==> config.mk <==
export PLATFORM = sky130hd
export DESIGN_NAME = ied_top
export DESIGN_NICKNAME = d
export VERILOG_FILES = /design/src/common/ied_pkg.sv /design/src/common/ied_evt_if.sv /design/src/core/ied_err_flags.sv /design/src/core/ied_irq_gate.sv /design/src/core/ied_top.sv
export SDC_FILE = /design/constraint.sdc
export NUM_CORES = 1
export LEC_CHECK = 0
export ABC_CLOCK_PERIOD_IN_PS = 1400
export BUFFER_PORTS_ARGS = -buffer_cell sky130_fd_sc_hd__buf_2
export CAP_MARGIN = 5
export CORE_MARGIN = 2
export CORE_UTILIZATION = 39
export CTS_CLUSTER_DIAMETER = 30
export DETAILED_ROUTE_END_ITERATION = 8
export GPL_TIMING_DRIVEN = 0
export PLACE_DENSITY = 0.76
export SLEW_MARGIN = 20
export SYNTH_ARGS = -nofsm -noshare
export SYNTH_HDL_FRONTEND = slang
export SYNTH_SLANG_ARGS = --single-unit
==> constraint.sdc <==
create_clock -name pclk -period 1.4 [get_ports pclk]
set_input_delay 0.42 -clock pclk [delete_from_list [all_inputs] [get_ports pclk]]
set_output_delay 0.42 -clock pclk [all_outputs]
set_load 0.005 [all_outputs]
==> src/common/ied_pkg.sv <==
// shared constants, register map and state codes of the error and interrupt-enable block
package ied_pkg;
    // ==========================================================
    // register indices (byte address is four times the index)
    localparam logic [7:0] IED_IDX_IRQ_EN2 = 8'h09;
    localparam logic [7:0] IED_IDX_ERROR = 8'h0A;
    localparam logic [7:0] IED_IDX_STATUS = 8'h0B;
    localparam logic [7:0] IED_IDX_COLL = 8'h0D;
    localparam logic [7:0] IED_IDX_CTRL = 8'h10;
    // ==========================================================
    // field positions
    localparam int IED_EN_DRIVE = 7;
    localparam int IED_EN_GATE = 6;
    localparam int IED_EN_CD = 5;
    localparam int IED_ERR_NVM = 7;
    localparam int IED_ERR_MISUSE = 6;
    localparam int IED_ERR_OVL = 5;
    localparam int IED_ERR_SHORT = 4;
    localparam int IED_ERR_EMPTY = 3;
    localparam int IED_ERR_COLL = 2;
    localparam int IED_ERR_PROT = 1;
    localparam int IED_ERR_INTEG = 0;
    localparam int IED_CTL_INV = 0;
    localparam int IED_CTL_COLLINT = 1;
    localparam int IED_CTL_MRX = 2;
    localparam int IED_CTL_SUPP = 3;
    localparam int IED_COLL_VALID = 7;
    // ==========================================================
    // reset values and frame limits
    localparam logic [7:0] IED_IRQ_EN2_RST = 8'h00;
    localparam logic [3:0] IED_CTRL_RST = 4'h0;
    localparam logic [7:0] IED_ERR_RST = 8'h00;
    localparam logic [7:0] IED_COLL_RST = 8'h00;
    localparam logic [15:0] IED_MIN_FRAME_BITS = 16'h0004;
    localparam logic [15:0] IED_SUPP_MIN_BITS = 16'h0018;
    // ==========================================================
    // transceiver state codes, 010b and 100b unused
    typedef enum logic [2:0] {
        IED_ST_IDLE = 3'h0,
        IED_ST_TXWAIT = 3'h1,
        IED_ST_TXING = 3'h3,
        IED_ST_RXWAIT = 3'h5,
        IED_ST_WAITDATA = 3'h6,
        IED_ST_RXING = 3'h7
    } ied_state_t;

    function automatic logic [11:0] ied_byte_addr(input logic [7:0] idx);
        return {2'b00, idx, 2'b00};
    endfunction

    // true in the three receive-side states
    function automatic logic ied_in_rx(input logic [2:0] st);
        return (st == IED_ST_RXWAIT) || (st == IED_ST_WAITDATA) || (st == IED_ST_RXING);
    endfunction
endpackage

==> src/common/ied_evt_if.sv <==
// carrier between the register top, the flag store and the interrupt gate
`timescale 1ns/10ps
`default_nettype none
interface ied_evt_if;
    logic [7:0] err_set;
    logic [7:0] err_clr;
    logic coll_set;
    logic coll_clr;
    logic [6:0] coll_pos;
    logic [7:0] err_flags;
    logic [7:0] coll_reg;
    logic [7:0] irq_en2;
    logic irq_inv;
    logic req_cd;
    logic [4:0] req_tmr;
    logic combined;
    logic pin_o;
    logic pin_oe;
    modport top_m(output err_set, err_clr, coll_set, coll_clr, coll_pos, irq_en2, irq_inv,
        req_cd, req_tmr, input err_flags, coll_reg, combined, pin_o, pin_oe);
    modport flag_m(input err_set, err_clr, coll_set, coll_clr, coll_pos,
        output err_flags, coll_reg);
    modport irq_m(input irq_en2, irq_inv, req_cd, req_tmr, output combined, pin_o, pin_oe);
endinterface
`default_nettype wire

==> src/core/ied_err_flags.sv <==
// sticky error flags and first-collision position
`timescale 1ns/10ps
`default_nettype none
module ied_err_flags
    import ied_pkg::*;
(
    input wire logic pclk,
    input wire logic presetn,
    ied_evt_if.flag_m ev
);
    // ==========================================================
    // set wins over clear on the same edge
    always_ff @(posedge pclk or negedge presetn) begin
        if (!presetn) begin
            ev.err_flags <= IED_ERR_RST;
        end else begin
            ev.err_flags <= (ev.err_flags & ~ev.err_clr) | ev.err_set;
        end
    end

    // only the first collision since the last clear is kept
    always_ff @(posedge pclk or negedge presetn) begin
        if (!presetn) begin
            ev.coll_reg <= IED_COLL_RST;
        end else if (ev.coll_set && (ev.coll_clr || !ev.coll_reg[IED_COLL_VALID])) begin
            ev.coll_reg <= {1'b1, ev.coll_pos};
        end else if (ev.coll_clr) begin
            ev.coll_reg <= IED_COLL_RST;
        end
    end
endmodule
`default_nettype wire

==> src/core/ied_irq_gate.sv <==
// combined interrupt request and interrupt pin driver
`timescale 1ns/10ps
`default_nettype none
module ied_irq_gate
    import ied_pkg::*;
(
    input wire logic pclk,
    input wire logic presetn,
    ied_evt_if.irq_m ev
);
    logic comb_nxt;
    logic level_nxt;

    // enabled requests only
    assign comb_nxt = (ev.req_cd & ev.irq_en2[IED_EN_CD]) | (|(ev.req_tmr & ev.irq_en2[4:0]));
    // gate, then polarity
    assign level_nxt = (comb_nxt & ev.irq_en2[IED_EN_GATE]) ^ ev.irq_inv;

    // ==========================================================
    // registered pin; open drain only pulls low
    always_ff @(posedge pclk or negedge presetn) begin
        if (!presetn) begin
            ev.combined <= 1'b0;
            ev.pin_o <= 1'b0;
            ev.pin_oe <= 1'b0;
        end else begin
            ev.combined <= comb_nxt;
            ev.pin_o <= ev.irq_en2[IED_EN_DRIVE] & level_nxt;
            ev.pin_oe <= ev.irq_en2[IED_EN_DRIVE] | ~level_nxt;
        end
    end
endmodule
`default_nettype wire

==> src/core/ied_top.sv <==
// register bank for the second interrupt enable, error and status registers
`timescale 1ns/10ps
`default_nettype none
module ied_top
    import ied_pkg::*;
#(
    parameter int CNT_W = 16
) (
    input wire logic pclk,
    input wire logic presetn,
    input wire logic [11:0] paddr,
    input wire logic psel,
    input wire logic penable,
    input wire logic pwrite,
    input wire logic [31:0] pwdata,
    output logic [31:0] prdata,
    output logic pready,
    output logic pslverr,
    input wire logic card_detect_request,
    input wire logic [4:0] tmr_request,
    input wire logic [2:0] transceiver_state_in,
    input wire logic cl_cmd_start,
    input wire logic rx_cmd_start,
    input wire logic trx_cmd_active,
    input wire logic err_flags_stored,
    input wire logic nvm_cmd_start,
    input wire logic nvm_fail,
    input wire logic fifo_wr_req,
    input wire logic fifo_full,
    input wire logic fifo_empty,
    input wire logic crc_tx_active,
    input wire logic auth_active,
    input wire logic tx_request,
    input wire logic frame_end,
    input wire logic [CNT_W-1:0] frame_bit_count,
    input wire logic coll_det,
    input wire logic [6:0] coll_pos_in,
    input wire logic coll_in_eof,
    input wire logic stop_bit_err,
    input wire logic sof_err,
    input wire logic byte_count_err,
    input wire logic parity_err,
    input wire logic crc_err,
    input wire logic rx_byte_valid,
    output logic irq_pin_o,
    output logic irq_pin_oe,
    output logic combined_request,
    output logic fifo_wr_accept,
    output logic rx_done_request,
    output logic receive_decoder_en,
    output logic rx_byte_store
);
    // ==========================================================
    // internal state
    logic [7:0] irq_en2_r;
    logic [3:0] ctrl_r;
    ied_state_t state_r;
    logic [31:0] rdata_nxt;
    logic hit_nxt;
    logic acc_done;
    logic setup;
    logic prot_now;
    logic short_now;
    logic supp_now;
    logic coll_now;
    logic rx_clr_now;
    logic [7:0] err_set_nxt;
    logic [7:0] err_clr_nxt;
    logic fifo_wr_accept_r;
    logic rx_done_r;
    logic decoder_en_r;
    logic store_r;

    ied_evt_if ev();

    ied_err_flags u_flags (
        .pclk(pclk),
        .presetn(presetn),
        .ev(ev.flag_m)
    );

    ied_irq_gate u_irq (
        .pclk(pclk),
        .presetn(presetn),
        .ev(ev.irq_m)
    );

    // ==========================================================
    // apb decode; answer is ready in the first access cycle
    assign setup = psel && !penable;
    assign acc_done = psel && penable && pready;

    // read mux, reserved bits read as zero
    always_comb begin
        rdata_nxt = 32'h0000_0000;
        hit_nxt = 1'b1;
        unique case (paddr)
            ied_byte_addr(IED_IDX_IRQ_EN2): rdata_nxt[7:0] = irq_en2_r;
            ied_byte_addr(IED_IDX_ERROR): rdata_nxt[7:0] = ev.err_flags;
            ied_byte_addr(IED_IDX_STATUS): rdata_nxt[2:0] = state_r;
            ied_byte_addr(IED_IDX_COLL): rdata_nxt[7:0] = ev.coll_reg;
            ied_byte_addr(IED_IDX_CTRL): rdata_nxt[3:0] = ctrl_r;
            default: hit_nxt = 1'b0;
        endcase
    end

    // answer flops: loaded in setup, dropped after the access edge
    always_ff @(posedge pclk or negedge presetn) begin
        if (!presetn) begin
            pready <= 1'b0;
            prdata <= 32'h0000_0000;
            pslverr <= 1'b0;
        end else if (setup) begin
            pready <= 1'b1;
            prdata <= pwrite ? 32'h0000_0000 : rdata_nxt;
            pslverr <= !hit_nxt;
        end else begin
            pready <= 1'b0;
            prdata <= 32'h0000_0000;
            pslverr <= 1'b0;
        end
    end

    // ==========================================================
    // writable registers; error and status are not writable
    always_ff @(posedge pclk or negedge presetn) begin
        if (!presetn) begin
            irq_en2_r <= IED_IRQ_EN2_RST;
        end else if (acc_done && pwrite && paddr == ied_byte_addr(IED_IDX_IRQ_EN2)) begin
            irq_en2_r <= pwdata[7:0];
        end
    end

    always_ff @(posedge pclk or negedge presetn) begin
        if (!presetn) begin
            ctrl_r <= IED_CTRL_RST;
        end else if (acc_done && pwrite && paddr == ied_byte_addr(IED_IDX_CTRL)) begin
            ctrl_r <= pwdata[3:0];
        end
    end

    // state copy; the unused codes are shown as received
    always_ff @(posedge pclk or negedge presetn) begin
        if (!presetn) begin
            state_r <= IED_ST_IDLE;
        end else begin
            state_r <= ied_state_t'(transceiver_state_in);
        end
    end

    // ==========================================================
    // interrupt gate inputs
    assign ev.irq_en2 = irq_en2_r;
    assign ev.irq_inv = ctrl_r[IED_CTL_INV];
    assign ev.req_cd = card_detect_request;
    assign ev.req_tmr = tmr_request;

    // ==========================================================
    // receive event qualification
    assign prot_now = stop_bit_err || sof_err || byte_count_err;
    assign short_now = frame_end && (frame_bit_count < IED_MIN_FRAME_BITS);
    // suppression mode: below three bytes the receive done is withheld, the short flag is set only below four bits
    assign supp_now = frame_end && ctrl_r[IED_CTL_SUPP]
        && (frame_bit_count < IED_SUPP_MIN_BITS);
    assign coll_now = coll_det && !coll_in_eof;
    // receive cmd start, or transceive reaching wait-for-data
    assign rx_clr_now = rx_cmd_start || (trx_cmd_active
        && transceiver_state_in == IED_ST_WAITDATA && state_r != IED_ST_WAITDATA);

    // ==========================================================
    // flag set sources
    always_comb begin
        err_set_nxt = 8'h00;
        err_set_nxt[IED_ERR_NVM] = nvm_fail;
        err_set_nxt[IED_ERR_MISUSE] = fifo_wr_req && (crc_tx_active || auth_active
            || ied_in_rx(transceiver_state_in));
        err_set_nxt[IED_ERR_OVL] = fifo_wr_req && fifo_full;
        err_set_nxt[IED_ERR_SHORT] = short_now;
        err_set_nxt[IED_ERR_EMPTY] = tx_request && fifo_empty;
        err_set_nxt[IED_ERR_COLL] = coll_now;
        err_set_nxt[IED_ERR_PROT] = prot_now;
        err_set_nxt[IED_ERR_INTEG] = parity_err || crc_err
            || (coll_now && ctrl_r[IED_CTL_COLLINT]);
    end

    // flag clear sources; a coincident set still wins in the store
    always_comb begin
        err_clr_nxt = 8'h00;
        err_clr_nxt[IED_ERR_NVM] = nvm_cmd_start;
        err_clr_nxt[IED_ERR_MISUSE] = ctrl_r[IED_CTL_MRX] ? err_flags_stored
            : cl_cmd_start;
        err_clr_nxt[IED_ERR_OVL] = cl_cmd_start;
        err_clr_nxt[IED_ERR_EMPTY] = cl_cmd_start;
        err_clr_nxt[IED_ERR_SHORT] = rx_clr_now;
        err_clr_nxt[IED_ERR_COLL] = rx_clr_now;
        err_clr_nxt[IED_ERR_PROT] = rx_clr_now;
        err_clr_nxt[IED_ERR_INTEG] = rx_clr_now;
    end

    assign ev.err_set = err_set_nxt;
    assign ev.err_clr = err_clr_nxt;
    assign ev.coll_set = coll_now;
    assign ev.coll_clr = rx_clr_now;
    assign ev.coll_pos = coll_pos_in;

    // ==========================================================
    // fifo write pass; writes stop while overflow stands
    always_ff @(posedge pclk or negedge presetn) begin
        if (!presetn) begin
            fifo_wr_accept_r <= 1'b0;
        end else begin
            fifo_wr_accept_r <= fifo_wr_req && !fifo_full
                && !ev.err_flags[IED_ERR_OVL];
        end
    end

    // receive done only for frames that survive qualification
    always_ff @(posedge pclk or negedge presetn) begin
        if (!presetn) begin
            rx_done_r <= 1'b0;
        end else begin
            rx_done_r <= frame_end && !short_now && !supp_now;
        end
    end

    // decoder stays on through discards; protocol fault stops it
    always_ff @(posedge pclk or negedge presetn) begin
        if (!presetn) begin
            decoder_en_r <= 1'b1;
        end else if (prot_now) begin
            decoder_en_r <= 1'b0;
        end else if (cl_cmd_start || rx_clr_now) begin
            decoder_en_r <= 1'b1;
        end
    end

    // byte store; the byte beside a protocol fault is dropped
    always_ff @(posedge pclk or negedge presetn) begin
        if (!presetn) begin
            store_r <= 1'b0;
        end else begin
            store_r <= rx_byte_valid && decoder_en_r && !prot_now;
        end
    end

    // ==========================================================
    // outputs, each from a flop
    assign irq_pin_o = ev.pin_o;
    assign irq_pin_oe = ev.pin_oe;
    assign combined_request = ev.combined;
    assign fifo_wr_accept = fifo_wr_accept_r;
    assign rx_done_request = rx_done_r;
    assign receive_decoder_en = decoder_en_r;
    assign rx_byte_store = store_r;
endmodule
`default_nettype wire

==> results.json <==
{
  "synth_seq_cells": 48,
  "max_cap_viol_count": 0,
  "drtIter0Drc": 96,
  "htreeDepth": 2,
  "p_sw_w": 0.000672,
  "clock_skew_ns": 0.00703,
  "core_um2": 5960,
  "pwr-share-comb_pct": 14.5,
  "die_x_um": 82.9,
  "grt_usage_pct": 17.3,
  "cts_max_path_buffers": 2,
  "fmax_ghz": 0.700,
  "synth_top_area_cell": "dfrtp_1",
  "clkSlewWorstSetupHoldPaths_ns": 0.09,
  "ir_drop_mv": 0.431,
  "violations": "negative setup slack",
  "min_period_ns": 1.43,
  "hold_buffers": 0,
  "drt_wl_total_mm": 6.00,
  "cts_buffers": 5,
  "crit_path_end_kind": "register",
  "crit_slowest_cell": "a211o_4",
  "required_ns": 1.59,
  "grt_first_pass_wirelength_mm": 9.58,
  "worst_slack_ns": -0.0294,
  "setup_viol": 7,
  "drc": 0,
  "worst_ep_arrival_time_ns": 1.62,
  "async_reset_ff_share_pct": 100,
  "synth_top_area_share_pct": 48.5,
  "yosys_warnings": 0,
  "synth.mux.area_fraction_pct": 11.2,
  "drive_gt1_share_pct": 49.9,
  "clkSinkCount": 48,
  "cp_top_family": "compound AO/OA/AOI/OAI gates",
  "hold_viol": 0,
  "status": "finished, violations left",
  "finalPower_w": 0.00266,
  "timing_worst_setup_path_type": "register to register",
  "slew_headroom_pct": 60.1,
  "layout_common_cells": "buf_2, dfrtp_1, buf_4",
  "synthDistinctLibCells": 48,
  "cp_num_buf_inv": 0,
  "grt_pass1_vias": 2064,
  "num-nets-final": 440,
  "drv_slew": 0,
  "cts_root_buf": "clkbuf_8",
  "fin_util_pct": 55.2,
  "dr.pass1.iters": 4,
  "synth_area_leaders": "dfrtp_1, mux2_2, buf_4",
  "hold_class": "input port to asynchronous set/reset pin",
  "p_clk_share_pct": 30.9,
  "synth_area_um2": 2430,
  "n_fill_cell": 549,
  "synthXorXnorAreaFrac_pct": 0,
  "worst_pin_slew_ns": 0.598,
  "yosys.area_share.simple_pct": 14.8,
  "critical_path.max_fanout": 8,
  "seq_area_frac_synth_pct": 49.5,
  "period_share_pct": 102,
  "avgSynthCellArea_um2": 11.8,
  "vias": 2027,
  "synth_fa_ha_area_share_pct": 0,
  "cellLeakagePower_nw": 1.70,
  "grt_max_degree": 49,
  "synth_cells": 205,
  "clk-insertion-delay-late_ns": 0.30,
  "synth_top_family_by_area": "simple AND/OR/NAND/NOR gates",
  "die_area_um2": 6870,
  "cts_tree": "done",
  "routed_via_density": 4.90,
  "grt_overflow_total": 0,
  "portBuffers": 92,
  "synthFlopType": "dfrtp_1",
  "intPower_w": 0.00199,
  "drtAntennaViolNets": 0,
  "boundaryPins": 143,
  "antenna_found_initial": 0,
  "synth-compound-area-share_pct": 14.4,
  "final_common_cell": "buf_2",
  "pwr-share-seq_pct": 54.6,
  "syn_to_final_growth_pct": 35.4,
  "pwr_density_cell_nw_per_um2": 810,
  "start_util_pct": 40.8,
  "dpl.hpwl_mm": 4.59,
  "synth_edf_count": 0,
  "cp-start-kind": "register",
  "multi_input_area_um2": 1120,
  "gp_congestion": 0.786,
  "n_antenna_cell": 0,
  "rsz0062_at_grt": "true",
  "switching_share_pct": 25.2,
  "register_area_um2": 1200,
  "die_h_um": 82.9,
  "crit_chain": "nand3b_1 -> a211o_4 -> a32o_1",
  "fp-row-count": 28,
  "wire_per_inst_um": 14.5,
  "cpPeakStageDelay_ns": 0.43
}
## power by group through the flow
stage                     Combinational, W  Sequential (W)  Clock, W
after floorplan                   0.000182         0.00147         0
after global placement            0.000360         0.00148         0
after detailed placement          0.000368         0.00148         0
after CTS                         0.000381         0.00145  0.000839
after global routing              0.000432         0.00146  0.000899
final                             0.000387         0.00145  0.000821
## final cells by class
cell class / instances / share of cell area (%)
Sequential cell: 48 / 36.6
Timing Repair Buffer: 103 / 16.6
Clock inverter: 2 / 0.495
Tap cell: 75 / 2.86
Buffer: 28 / 6.32
Clock buffer: 6 / 2.21
Inverter: 8 / 0.914
Multi-Input combinational cell: 144 / 34.0
## through the flow
stage,setup slack (ns),std cells,setup TNS [ns],hold WS (ns),instance area (um^2)
2_1_floorplan,-0.114,228,-0.498,0.124,2540
3_3_place_gp,-0.383,395,-6.90,0.456,3090
6_report,-0.0294,414,-0.147,0.121,3290
3_5_place_dp,-0.418,395,-7.60,0.461,3090
5_1_grt,-0.0675,414,-0.669,0.164,3290
4_1_cts,0.00470,407,0,0.241,3230
## kinds of logic after synthesis
| group | count (synthesis) |
|---|---|
| compound gates | 45 |
| buf+inv | 36 |
| flops | 48 |
| mux | 24 |
| other cells | 1 |
| simple gates | 51 |
## worst paths after layout
path | cells past startpoint | start | endpoint | slack [ns]
min in group pclk | 1 | transceiver_state_in[0] | state_r[0] | 0.25
max in group asynchronous | 1 | presetn | ev.irq_en2[7] | 0.87
worst min-delay path | 1 | presetn | u_irq.ev.combined | 0.12
worst max-delay path | 3 | state_r[0] | u_flags.ev.coll_reg[2] | -0.03
worst max register to register | 3 | state_r[0] | u_flags.ev.coll_reg[2] | -0.03
worst min register to register | 1 | u_flags.ev.err_flags[5] | fifo_wr_accept | 0.48
## cells in the mapped netlist, types with 2 or more instances
library cell,count
a211o_1,2
or3_1,2
a32o_1,7
nor4_1,4
nor3b_1,3
a21oi_1,7
o2bb2ai_1,2
o21a_1,2
inv_1,8
nor2b_1,3
nand3_1,6
a32oi_1,5
a22o_1,4
dfrtp_1,47
o21ai_0,5
nand2_1,7
buf_4,25
nor2_1,8
mux2_2,21
a21o_1,4
a22oi_1,3
nor3_1,2
nand2b_1,3
## timing repair
| item | 4_1_cts | 5_1_grt |
|---|---|---|
| pin swaps | 10 | 5 |
| buffers inserted | 4 | 7 |
| endpoints found under the setup margin | 12 | 15 |
| resized for setup | 3 | 0 |
## metal layers
metal  wire (um)  GRT usage (%)
met4          41           5.22
met2        3150           30.1
met3         350           4.27
met5           0              0
met1        2450           21.2
Power figures use the tool's default switching activity.
